`config.mk`:
```
export PLATFORM = sky130hd
export DESIGN_NAME = chip_select_range_decoder
export DESIGN_NICKNAME = d
export VERILOG_FILES = /design/src/verilog/chip_select_range_decoder_pkg.sv /design/src/verilog/chip_select_range_decoder.sv
export VERILOG_INCLUDE_DIRS = /design/src /design/src/verilog
export SDC_FILE = /design/constraint.sdc
export NUM_CORES = 1
export LEC_CHECK = 0
export ABC_CLOCK_PERIOD_IN_PS = 9000
export BUFFER_PORTS_ARGS = -buffer_cell sky130_fd_sc_hd__buf_2
export CORE_MARGIN = 4
export CORE_UTILIZATION = 60
export CTS_BUF_LIST = sky130_fd_sc_hd__clkbuf_2 sky130_fd_sc_hd__clkbuf_4 sky130_fd_sc_hd__clkbuf_8
export CTS_CLUSTER_DIAMETER = 100
export CTS_CLUSTER_SIZE = 16
export DETAILED_ROUTE_END_ITERATION = 6
export HOLD_SLACK_MARGIN = 0.08
export PLACE_DENSITY_LB_ADDON = 0.12
export SETUP_SLACK_MARGIN = 0.5
export SYNTH_ARGS = -nofsm -noshare
export SYNTH_HDL_FRONTEND = slang
export SYNTH_SLANG_ARGS = --single-unit
```
`constraint.sdc`:
```
create_clock -name clk -period 9 [get_ports clk]
set_input_delay 0.45 -clock clk [delete_from_list [all_inputs] [get_ports clk]]
set_output_delay 0.45 -clock clk [all_outputs]
set_load 0.01 [all_outputs]
```
`src/verilog/chip_select_range_decoder_cfg.svh`:
```
`ifndef CHIP_SELECT_RANGE_DECODER_CFG_SVH
`define CHIP_SELECT_RANGE_DECODER_CFG_SVH

// Byte addresses of the window registers
`define CSD_WIN0_ADDR     32'hFFFF_E400
`define CSD_WIN1_ADDR     32'hFFFF_E404
`define CSD_WIN2_ADDR     32'hFFFF_E408
`define CSD_WIN3_ADDR     32'hFFFF_E40C
// Pair enable register and chip select status register
`define CSD_CTRL_ADDR     32'hFFFF_E410
`define CSD_STAT_ADDR     32'hFFFF_E414

// Reset values of the window registers
`define CSD_WIN0_RST      32'h0000_03FF
`define CSD_WIN1_RST      32'h0000_03FF
`define CSD_WIN2_RST      32'h0000_01FF
`define CSD_WIN3_RST      32'h0000_01FF
// Pair enables after reset: low pair on, high pair off
`define CSD_CTRL_RST      2'h1

// Field positions inside a window register
`define CSD_BASE_MSB      31
`define CSD_BASE_LSB      16
`define CSD_MASK_MSB      15
`define CSD_MASK_LSB      0
// Lowest maskable address bit for each pair
`define CSD_LOW_PAIR_SH   14
`define CSD_HIGH_PAIR_SH  15
// Mask bits that stay inside the 16 Mbyte external space
`define CSD_LOW_PAIR_MW   10
`define CSD_HIGH_PAIR_MW  9

// Field positions inside the pair enable register
`define CSD_CTRL_LOW_BIT  0
`define CSD_CTRL_HIGH_BIT 1

`endif

```
`src/verilog/chip_select_range_decoder_pkg.sv`:
```
`default_nettype none

package chip_select_range_decoder_pkg;

  // Wishbone classic request from the master
  typedef struct packed {
    logic        cyc;
    logic        stb;
    logic        we;
    logic [31:0] adr;
    logic [3:0]  sel;
    logic [31:0] dat;
  } wb_req_t;

  // Wishbone classic answer to the master
  typedef struct packed {
    logic        ack;
    logic [31:0] dat;
  } wb_rsp_t;

  // Physical address cycle from the processor or DMA
  typedef struct packed {
    logic        valid;
    logic [31:0] addr;
  } bus_cycle_t;

  // Register selected by the Wishbone address
  typedef enum logic [2:0] {
    SEL_WIN0 = 3'b000,
    SEL_WIN1 = 3'b001,
    SEL_WIN2 = 3'b010,
    SEL_WIN3 = 3'b011,
    SEL_CTRL = 3'b100,
    SEL_STAT = 3'b101,
    SEL_NONE = 3'b111
  } reg_sel_t;

endpackage

`default_nettype wire
```
`src/verilog/chip_select_range_decoder.sv`:
```
// Function
// - Four windows, each drives its chip select
// - Select active only inside programmed window
// - Base bits 31:16, mask bits 15:0, RW
// - Base compared with address bits 31:16
// - Window start low sixteen bits zero
// - Set mask bit drops that bit
// - Match when all unmasked bits equal
// - Compare afresh on every bus cycle
// - Windows 0,1 mask covers A29..A14
// - Windows 2,3 mask covers A30..A15
// - Windows 0,1 span 16K to 16M
// - External space limited to sixteen megabytes
// - Windows 0,1 always compare A31,A30
// - Windows 2,3 always compare A31
// - Pair enable bit gates its selects
`timescale 1ns/1ps
`default_nettype none
`include "chip_select_range_decoder_cfg.svh"

module chip_select_range_decoder (
  input  wire logic                                clk,
  input  wire logic                                rst,
  input  wire logic                                clk_en,
  input  wire chip_select_range_decoder_pkg::wb_req_t    wb_req,
  output var  chip_select_range_decoder_pkg::wb_rsp_t    wb_rsp,
  input  wire chip_select_range_decoder_pkg::bus_cycle_t bus_cycle,
  output var  logic                                chip_select_0_n,
  output var  logic                                chip_select_1_n,
  output var  logic                                chip_select_2_n,
  output var  logic                                chip_select_3_n
);
  import chip_select_range_decoder_pkg::*;

  localparam int N_WIN = 4;

  // Window registers, base in the upper half, mask in the lower
  logic [31:0]      window_register [N_WIN];
  // Pair enables: bit 0 windows 0 and 1, bit 1 windows 2 and 3
  logic [1:0]       pair_enable;
  // Registered chip selects, active low
  logic [N_WIN-1:0] cs_n;
  // Registered Wishbone answer
  logic             ack;
  logic [31:0]      rd_data;

  // Raw window hits for the current address
  wire  [N_WIN-1:0] window_hit;
  // Hits gated by their pair enable
  wire  [N_WIN-1:0] enabled_hit;
  // One-hot winner after priority
  wire  [N_WIN-1:0] winner;
  // Next chip select vector, active low
  wire  [N_WIN-1:0] next_cs_n;

  // Wishbone access qualifiers
  wire              wb_access;
  wire              wb_start;
  wire              wb_commit;
  wire reg_sel_t    reg_sel;
  wire  [31:0]      read_mux;
  wire  [31:0]      write_merge;
  wire  [31:0]      status_word;

  // Merge write data into a word under the byte lanes
  function automatic logic [31:0] lane_merge(
    input logic [31:0] old_word,
    input logic [31:0] new_word,
    input logic [3:0]  sel
  );
    logic [31:0] res;
    res = old_word;
    for (int b = 0; b < 4; b++) begin
      if (sel[b]) begin
        res[b*8 +: 8] = new_word[b*8 +: 8];
      end
    end
    return res;
  endfunction

  // Compare one address against one window register
  function automatic logic window_match(
    input logic [31:0] addr,
    input logic [31:0] win,
    input logic        high_pair
  );
    logic [31:0] base_full;
    logic [15:0] eff_mask;
    logic [31:0] mask_pos;
    logic [31:0] care;
    // Start address, low half always zero
    base_full = {win[`CSD_BASE_MSB:`CSD_BASE_LSB], 16'h0000};
    if (high_pair) begin
      // Mask bits above A23 never take effect
      eff_mask = {7'h00, win[`CSD_HIGH_PAIR_MW-1:`CSD_MASK_LSB]};
      // Mask sits on A30..A15, A31 always compared
      mask_pos = {1'b0, eff_mask, 15'h0000};
      care     = ~(mask_pos | 32'h0000_7FFF);
    end else begin
      // Mask bits above A23 never take effect
      eff_mask = {6'h00, win[`CSD_LOW_PAIR_MW-1:`CSD_MASK_LSB]};
      // Mask sits on A29..A14, A31 and A30 always compared
      mask_pos = {2'b00, eff_mask, 14'h0000};
      care     = ~(mask_pos | 32'h0000_3FFF);
    end
    // Only unmasked bits must equal the base
    return ((addr ^ base_full) & care) == 32'h0000_0000;
  endfunction

  // Address decode of the register map
  function automatic reg_sel_t decode_addr(input logic [31:0] adr);
    reg_sel_t s;
    if (adr == `CSD_WIN0_ADDR) begin
      s = SEL_WIN0;
    end else if (adr == `CSD_WIN1_ADDR) begin
      s = SEL_WIN1;
    end else if (adr == `CSD_WIN2_ADDR) begin
      s = SEL_WIN2;
    end else if (adr == `CSD_WIN3_ADDR) begin
      s = SEL_WIN3;
    end else if (adr == `CSD_CTRL_ADDR) begin
      s = SEL_CTRL;
    end else if (adr == `CSD_STAT_ADDR) begin
      s = SEL_STAT;
    end else begin
      s = SEL_NONE;
    end
    return s;
  endfunction

  // Per-window comparators and enable gating
  generate
    for (genvar i = 0; i < N_WIN; i++) begin : g_win
      // Windows 2 and 3 use the upper mask mapping
      assign window_hit[i] =
        window_match(bus_cycle.addr, window_register[i], i >= 2);
      // Each pair answers only while its enable is set
      assign enabled_hit[i] = window_hit[i] & pair_enable[i/2];
    end
  endgenerate

  // Lowest window wins so only one device drives the bus
  assign winner      = enabled_hit & (~enabled_hit + 4'h1);
  // Idle bus or no enabled hit leaves every select high
  assign next_cs_n   = bus_cycle.valid ? ~winner : 4'hF;

  // Wishbone request phases
  assign wb_access   = wb_req.cyc & wb_req.stb;
  // First cycle of a request, answer not yet given
  assign wb_start    = wb_access & ~ack;
  // Edge at which the master samples ack: write lands here
  assign wb_commit   = wb_access & ack & wb_req.we;
  assign reg_sel     = decode_addr(wb_req.adr);

  // Live chip select state as seen by software
  assign status_word = {28'h000_0000, ~cs_n};

  // Read selection, unmapped space reads zero
  assign read_mux =
    (reg_sel == SEL_WIN0) ? window_register[0] :
    (reg_sel == SEL_WIN1) ? window_register[1] :
    (reg_sel == SEL_WIN2) ? window_register[2] :
    (reg_sel == SEL_WIN3) ? window_register[3] :
    (reg_sel == SEL_CTRL) ? {30'h0000_0000, pair_enable} :
    (reg_sel == SEL_STAT) ? status_word :
    32'h0000_0000;

  // Byte-lane merge against the addressed register
  assign write_merge = lane_merge(read_mux, wb_req.dat, wb_req.sel);

  // Window register storage and writes
  generate
    for (genvar i = 0; i < N_WIN; i++) begin : g_reg
      // Per-window reset value
      localparam logic [31:0] RST_VAL =
        (i == 0) ? `CSD_WIN0_RST :
        (i == 1) ? `CSD_WIN1_RST :
        (i == 2) ? `CSD_WIN2_RST : `CSD_WIN3_RST;
      // Full-width read and write of base and mask
      always_ff @(posedge clk or posedge rst) begin
        if (rst) begin
          window_register[i] <= RST_VAL;
        end else if (clk_en && wb_commit &&
                     reg_sel == reg_sel_t'(i)) begin
          window_register[i] <= write_merge;
        end
      end
    end
  endgenerate

  // Pair enable register
  always_ff @(posedge clk or posedge rst) begin
    if (rst) begin
      pair_enable <= `CSD_CTRL_RST;
    end else if (clk_en && wb_commit && reg_sel == SEL_CTRL) begin
      // Only the two enable bits are stored
      pair_enable <= write_merge[`CSD_CTRL_HIGH_BIT:`CSD_CTRL_LOW_BIT];
    end
  end

  // Wishbone answer: ack one cycle after the request opens
  always_ff @(posedge clk or posedge rst) begin
    if (rst) begin
      ack     <= 1'b0;
      rd_data <= 32'h0000_0000;
    end else if (clk_en) begin
      // Ack rises once, then drops the cycle after
      ack <= wb_start;
      if (wb_start) begin
        // Read data captured with the ack
        rd_data <= read_mux;
      end
    end
  end

  // Chip selects, recomputed from the address each cycle
  always_ff @(posedge clk or posedge rst) begin
    if (rst) begin
      cs_n <= 4'hF;
    end else if (clk_en) begin
      cs_n <= next_cs_n;
    end
  end

  // Outputs
  assign wb_rsp.ack      = ack;
  assign wb_rsp.dat      = rd_data;
  assign chip_select_0_n = cs_n[0];
  assign chip_select_1_n = cs_n[1];
  assign chip_select_2_n = cs_n[2];
  assign chip_select_3_n = cs_n[3];

endmodule // chip_select_range_decoder

`default_nettype wire

```
==> results of run 1 <==
==> cell type report <==
| type | count | area share (%) |
|---|---|---|
| Clock buffer | 19 | 2.62 |
| Clock inverter | 13 | 1.03 |
| Inverter | 5 | 0.244 |
| Multi-Input combinational cell | 619 | 42.9 |
| Sequential cell | 167 | 43.5 |
| Tap cell | 180 | 2.31 |
| Timing Repair Buffer | 139 | 7.40 |
==> flip-flops by register name (all words and copies together), names as in the netlist <==
| signal | count |
|---|---|
| window_register | 128 |
| rd_data | 32 |
| ack | 1 |
| pair_enable | 2 |
| cs_n | 4 |
==> kinds of logic after synthesis <==
kind of cell | share of synthesized area, %
AOI/OAI and AO/OA | 17.7
xor gates and xnor gates | 6.45
buffers and inverters | 3.58
DFF | 48.7
muxes | 10.6
and+or+nand+nor | 12.9
==> power by group <==
part           internal, W  total (W)  switching [W]
clock             0.000203   0.000490       0.000287
combinational    0.0000397   0.000113      0.0000734
sequential        0.000751   0.000751    0.000000267
total             0.000994    0.00135       0.000361
==> layer usage <==
| metal | global-route usage (%) | part of all wire, % | up-vias |
|---|---|---|---|
| li1 | - | - | 3267 |
| met1 | 42.8 | 43 | 3531 |
| met2 | 45.5 | 46 | 378 |
| met3 | 6.81 | 8.5 | 49 |
| met4 | 9.99 | 2.5 | 0 |
| met5 | 0 | 0 | - |
==> cells in the mapped netlist (2+ instances only) <==
cell type and number:
and4_1 3, o22ai_1 12, a22o_1 4, inv_1 5, and3_1 5, mux2i_1 3, clkbuf_1 54, o2111ai_1 4
xnor2_1 59, mux4_2 2, nand2_2 3, dfrtp_1 124, nor2_1 95, a21oi_1 90, a22oi_1 23, nor3_1 5
nand3_1 5, o31a_1 23, o31ai_1 5, buf_1 6, nor4_1 8, nor4_2 2, or3_1 5, buf_2 12
nor2b_1 3, o41a_1 2, nand2_1 67, a2bb2oi_1 28, o21ai_0 35, dfstp_2 43, or4_1 7, or2_2 2
nand2b_1 7, xor2_1 5, a2111oi_0 2, mux2_2 75, and2_1 2, a31oi_1 7, nand4_1 9
==> worst max-delay path by stage <==
stage / start / endpoint / slack, ns
2_1_floorplan: rst / ack / 4.10
3_3_place_gp: wb_req[45] / window_register[5] / 5.40
3_5_place_dp: wb_req[45] / window_register[5] / 5.34
4_1_cts: wb_req[45] / window_register[5] / 5.80
5_1_grt: wb_req[45] / window_register[69] / 5.48
6_report: wb_req[45] / window_register[5] / 5.72
==> metrics by stage <==
step	setup WS, ns	area [µm²]
final	5.72	9740
after global routing	5.48	9740
after CTS	5.80	9740
after detailed placement	5.34	9380
after global placement	5.40	9380
after floorplan	4.10	8690
==> impl_metrics.yaml, run 1 <==
sta:
  grt_setup_unrepaired: "false"
  whs_ns: 0.113
  worst_pin_slew_ns: 1.04
  hold_viol_final: 0
  fin_skew_ns: 0.0152
  fin_crit_sh_pct: 36.5
  setup_tns_ns: 0
  final_max_slew_viol_count: 0
  fin_crit_ns: 3.28
  setup_violations: 0
  clock.fmax_ghz: 0.305
  slew_headroom_pct: 30.6
floorplan:
  die_h_um: 128
  die_area_mm2: 0.0165
  die_w_um: 128
  rows: 43
  start_util_pct: 61.9
  coreArea_mm2: 0.0140
  io_pins: 144
synthesis:
  avgSynthCellArea_um2: 10.1
  synth_edf_count: 0
  synthesis.instances: 864
  synth-seq-cells: 167
  ys_seq_area_share_pct: 48.7
  async_reset_ff_share_pct: 100
  synth-warning-count: 0
  synth_top_area_share_pct: 35.7
  synth_area_leaders: "dfrtp_1, dfstp_2, mux2_2"
  yosysUniqueCellTypes: 52
  netlist_area_mm2: 0.00869
  synth_nets: 971
  yosys.area.top_type: "dfrtp_1"
  dominantRegCellSynth: "dfrtp_1"
setup_path:
  required_ns: 9.41
  cp-start-kind: "input pin"
  r2r-end: "window_register[5]"
  cp.depth: 7
  critPathTopFamily: "simple AND/OR/NAND/NOR gates"
  regToRegSetupSlack_ns: 6.56
  worstSetupEndpointType: "register"
  critPathMaxFanout: 30
  max_stage_delay_ns: 0.70
  critical-path-slowest-cell: "nor4_1"
  worstPathCellList: "buf_2, or4b_1, nor4_1, nand3_2, buf_4, o31ai_1, mux2_2"
  path_buf_inv: 2
  reg2regPathDepth: 4
  worstSetupPathType: "in2reg"
  reg2reg_from: "ack"
  cp.arrival_ns: 3.69
drt:
  vias_per_cell: 6.33
  drt_iter0_markers: 683
  drt_wl_total_mm: 24.2
  via_count: 7225
  drcViolationCount: 0
  antenna_left: 0
  wl_per_cell_um: 21.2
  first_pass_iters: 5
clock_network:
  path_clk_slew_ns: 0.09
  cts_buffers: 17
  ctsResizeCount: 0
  clockBufferDepth: 2
  post-cts-setup-buffer-count: 0
  cts_tree: "built"
  clock-sinks: 167
  postCtsHoldBufs: 0
  clkLatencyLatePin_ns: 0.47
  h-tree-depth: 4
  cts-root-buf: "clkbuf_8"
run_status:
  run_status: "finished, final reports clean"
finish:
  n_fill_cell: 1073
  nNetsFinal: 1056
  final_cell_count_no_fill: 1142
  layout_commonest_cell: "buf_2"
  multi_input_area_mm2: 0.00418
  final_cell_mix: "buf_2, dfrtp_1, nor2_1"
  register_area_mm2: 0.00423
  area_delta_synth_final_pct: 12.0
  fin_util_pct: 69.3
  final_layout_size_suffix_gt1_share_pct: 31.9
  n_antenna_cell: 0
global_route:
  first_global_vias: 7060
  grt_max_degree: 88
  grt_first_pass_wirelength_mm: 38.1
  overflow: 0
  antenna_found_initial: 0
  grt.total_usage_pct: 29.9
min_path:
  min_path_type: "in2async"
placement:
  routabilityCongestion: 0.951
  post-dp-hpwl_mm: 16.4
  io_buffers: 129
  dp_cells: 1110
power:
  power_w: 0.00135
  vdd_drop_max_uv: 110
  power.density_mw_per_mm2: 139
  leakagePower_nw: 4.28
flow_run:
  maxCapViolations: 0
(Power assumes the default switching activity.)
==> run 2: changes to the inputs <==
- ABC_CLOCK_PERIOD_IN_PS: 9000 -> 2780
- CORE_UTILIZATION: 60 -> 53
- clock period: 9 -> 2.78 ns (I/O delays scaled with it)
==> run 2 against run 1 <==
Net effect: count of clock-buffer cells in the layout fell by 2; sequential share of layout area shrank 2.9 points; non-clock buffer count is 51 higher; global-route usage decreased by 2.3 points; sequential cell count stayed put; clock skew is 0.0022 ns lower; critical path type is now reg2reg; critical endpoint is now cs_n[1]; highest routed layer unchanged.
==> impl_metrics.yaml, run 2 (synthesized netlist as in run 1, its figures left out) <==
finish:
  regMostFlops: "window_register"
  layout_commonest_cell: "buf_2"
  largest_reg_flops: 128
  biggestRegsByFlops: "window_register x128, rd_data x32, cs_n x4"
  area_delta_synth_final_pct: 19.9
  n_antenna_cell: 0
  final_cell_mix: "buf_2, dfrtp_1, nor2_1"
  nNetsFinal: 1107
  final_layout_size_suffix_gt1_share_pct: 32.2
  final_area_mm2: 0.0104
drt:
  vias_per_cell: 5.90
  routed.top_layer: "met4"
  wl_met1_mm: 11.1
  antenna_left: 0
  wl_met3_mm: 1.85
  drt_wl_total_mm: 25.2
  drcViolationCount: 0
  via_count: 7256
  wl_per_cell_um: 20.5
  met2_wirelength_mm: 11.9
  drt_iter0_markers: 669
  first_pass_iters: 5
setup_path:
  cp.arrival_ns: 2.55
  max_stage_delay_ns: 0.61
  worstSetupEndpointType: "register"
  regToRegSetupSlack_ns: 0.61
  critPathTopFamily: "compound AO/OA/AOI/OAI gates"
  path_buf_inv: 0
  worstSetupPathType: "reg2reg"
  required_ns: 3.17
  r2r-end: "cs_n[1]"
  cp-start-kind: "register"
  reg2regPathDepth: 5
  critPathMaxFanout: 3
  reg2reg_from: "window_register[112]"
  critical-path-slowest-cell: "or4_1"
  worstPathCellList: "xnor2_1, o22ai_1, or4_1, o41a_1, a31oi_1"
clock_network:
  path_clk_slew_ns: 0.08
  clock-sinks: 167
  cts_tree: "built"
  h-tree-depth: 4
  clkLatencyLatePin_ns: 0.46
  clockBufferDepth: 2
  cts-root-buf: "clkbuf_8"
  post-cts-setup-buffer-count: 0
  cts_buffers: 17
placement:
  post-dp-hpwl_mm: 17.7
  dpl_cell_area_mm2: 0.00965
  routabilityCongestion: 0.898
  io_buffers: 129
power:
  power.density_mw_per_mm2: 452
  switching_share_pct: 25.4
  clkPwrFrac_pct: 39.5
  vdd_drop_max_uv: 325
  p_switching_w: 0.00120
  p_int_w: 0.00351
  seq_power_share_pct: 51.6
  p_comb_share_pct: 8.8
  leakagePower_nw: 4.62
min_path:
  min_path_cells: 3
  hold-path-endpoint: "window_register[64]"
  min-delay-start: "wb_req[0]"
  min_path_type: "in2reg"
floorplan:
  die_w_um: 136
  rows: 46
  io_pins: 144
  start_util_pct: 54.3
  die_h_um: 136
  coreArea_mm2: 0.0160
  die_area_mm2: 0.0185
global_route:
  antenna_found_initial: 0
  grt_first_pass_wirelength_mm: 39.2
  overflow: 0
  grt.total_usage_pct: 27.6
  grt_max_degree: 65
  first_global_vias: 7286
sta:
  whs_ns: 0.118
  grt_setup_unrepaired: "false"
  fin_skew_ns: 0.0130
  setup_violations: 0
  slew_headroom_pct: 43.0
  worst_pin_slew_ns: 0.853
  hold_viol_final: 0
  final_max_slew_viol_count: 0
  fin_crit_ns: 2.17
  fin_crit_sh_pct: 78.0
  clock.fmax_ghz: 0.461
  setup_tns_ns: 0
flow_run:
  maxCapViolations: 0
run_status:
  run_status: "finished, final reports clean"
## run 2: cell types whose count changed in the layout (fill, tap and decap cells not counted), moves of 2 or more
cell / change
buf_12: +6
buf_4: +11
bufinv_16: +3
clkinvlp_4: -4
dlygate4sd3_1: +34
inv_6: -2
inv_8: +3
## run 2: tightest hold or removal path: stages
cell and delay (ns):
buf_2 0.11, a22o_1 0.15, mux2_2 0.14
## run 2: power by group through the flow
stage | combinational, W | clock (W) | sequential [W]
after detailed placement | 0.000373 | 0 | 0.00248
after CTS | 0.000412 | 0.00189 | 0.00243
after floorplan | 0.000223 | 0 | 0.00248
after global placement | 0.000367 | 0 | 0.00248
final | 0.000416 | 0.00186 | 0.00243
after global routing | 0.000454 | 0.00200 | 0.00243
## run 2: how the worst max path moves through the flow
stage	startpoint	endpoint	slack, ns	cells past startpoint
detailed placement	wb_req[45]	window_register[111]	0.24	8
global route	window_register[112]	cs_n[1]	0.50	5
floorplan	wb_req[45]	window_register[106]	0.46	6
global placement	wb_req[45]	window_register[111]	0.27	8
finish	window_register[112]	cs_n[1]	0.61	5
CTS	clk_en	window_register[111]	0.55	8
## run 2: stage by stage
stage / total power, W / setup slack [ns] / std cells / util (%)
after detailed placement: 0.00285 / 0.243 / 1163 / 60.3
after global placement: 0.00285 / 0.269 / 1163 / 60.3
after global routing: 0.00488 / 0.505 / 1229 / 65.1
final: 0.00471 / 0.611 / 1229 / 65.1
after CTS: 0.00474 / 0.547 / 1229 / 65.1
after floorplan: 0.00270 / 0.460 / 864 / -
## run 2: layout make-up
cell class,instances,area [µm²]
inverter,5,22.5
timing repair buffer,190,1260
fill,1288,5580
clock buffer,17,234
sequential,167,4230
tap,216,270
multi-input combinational,619,4210
clock inverter,15,191
## run 2: what timing repair did
item                                    CTS  global route
hold buffers                             34             0
endpoints found under the setup margin    0            45
gates resized for setup                   0             2
endpoints found under the hold margin   103             0
## run 2: per-layer routing
metal  global-route usage, %  up-vias
met2                    44.5      311
met4                    8.12        0
met1                    37.9     3543
met3                    5.88       36
met5                       0        -
li1                        -     3366
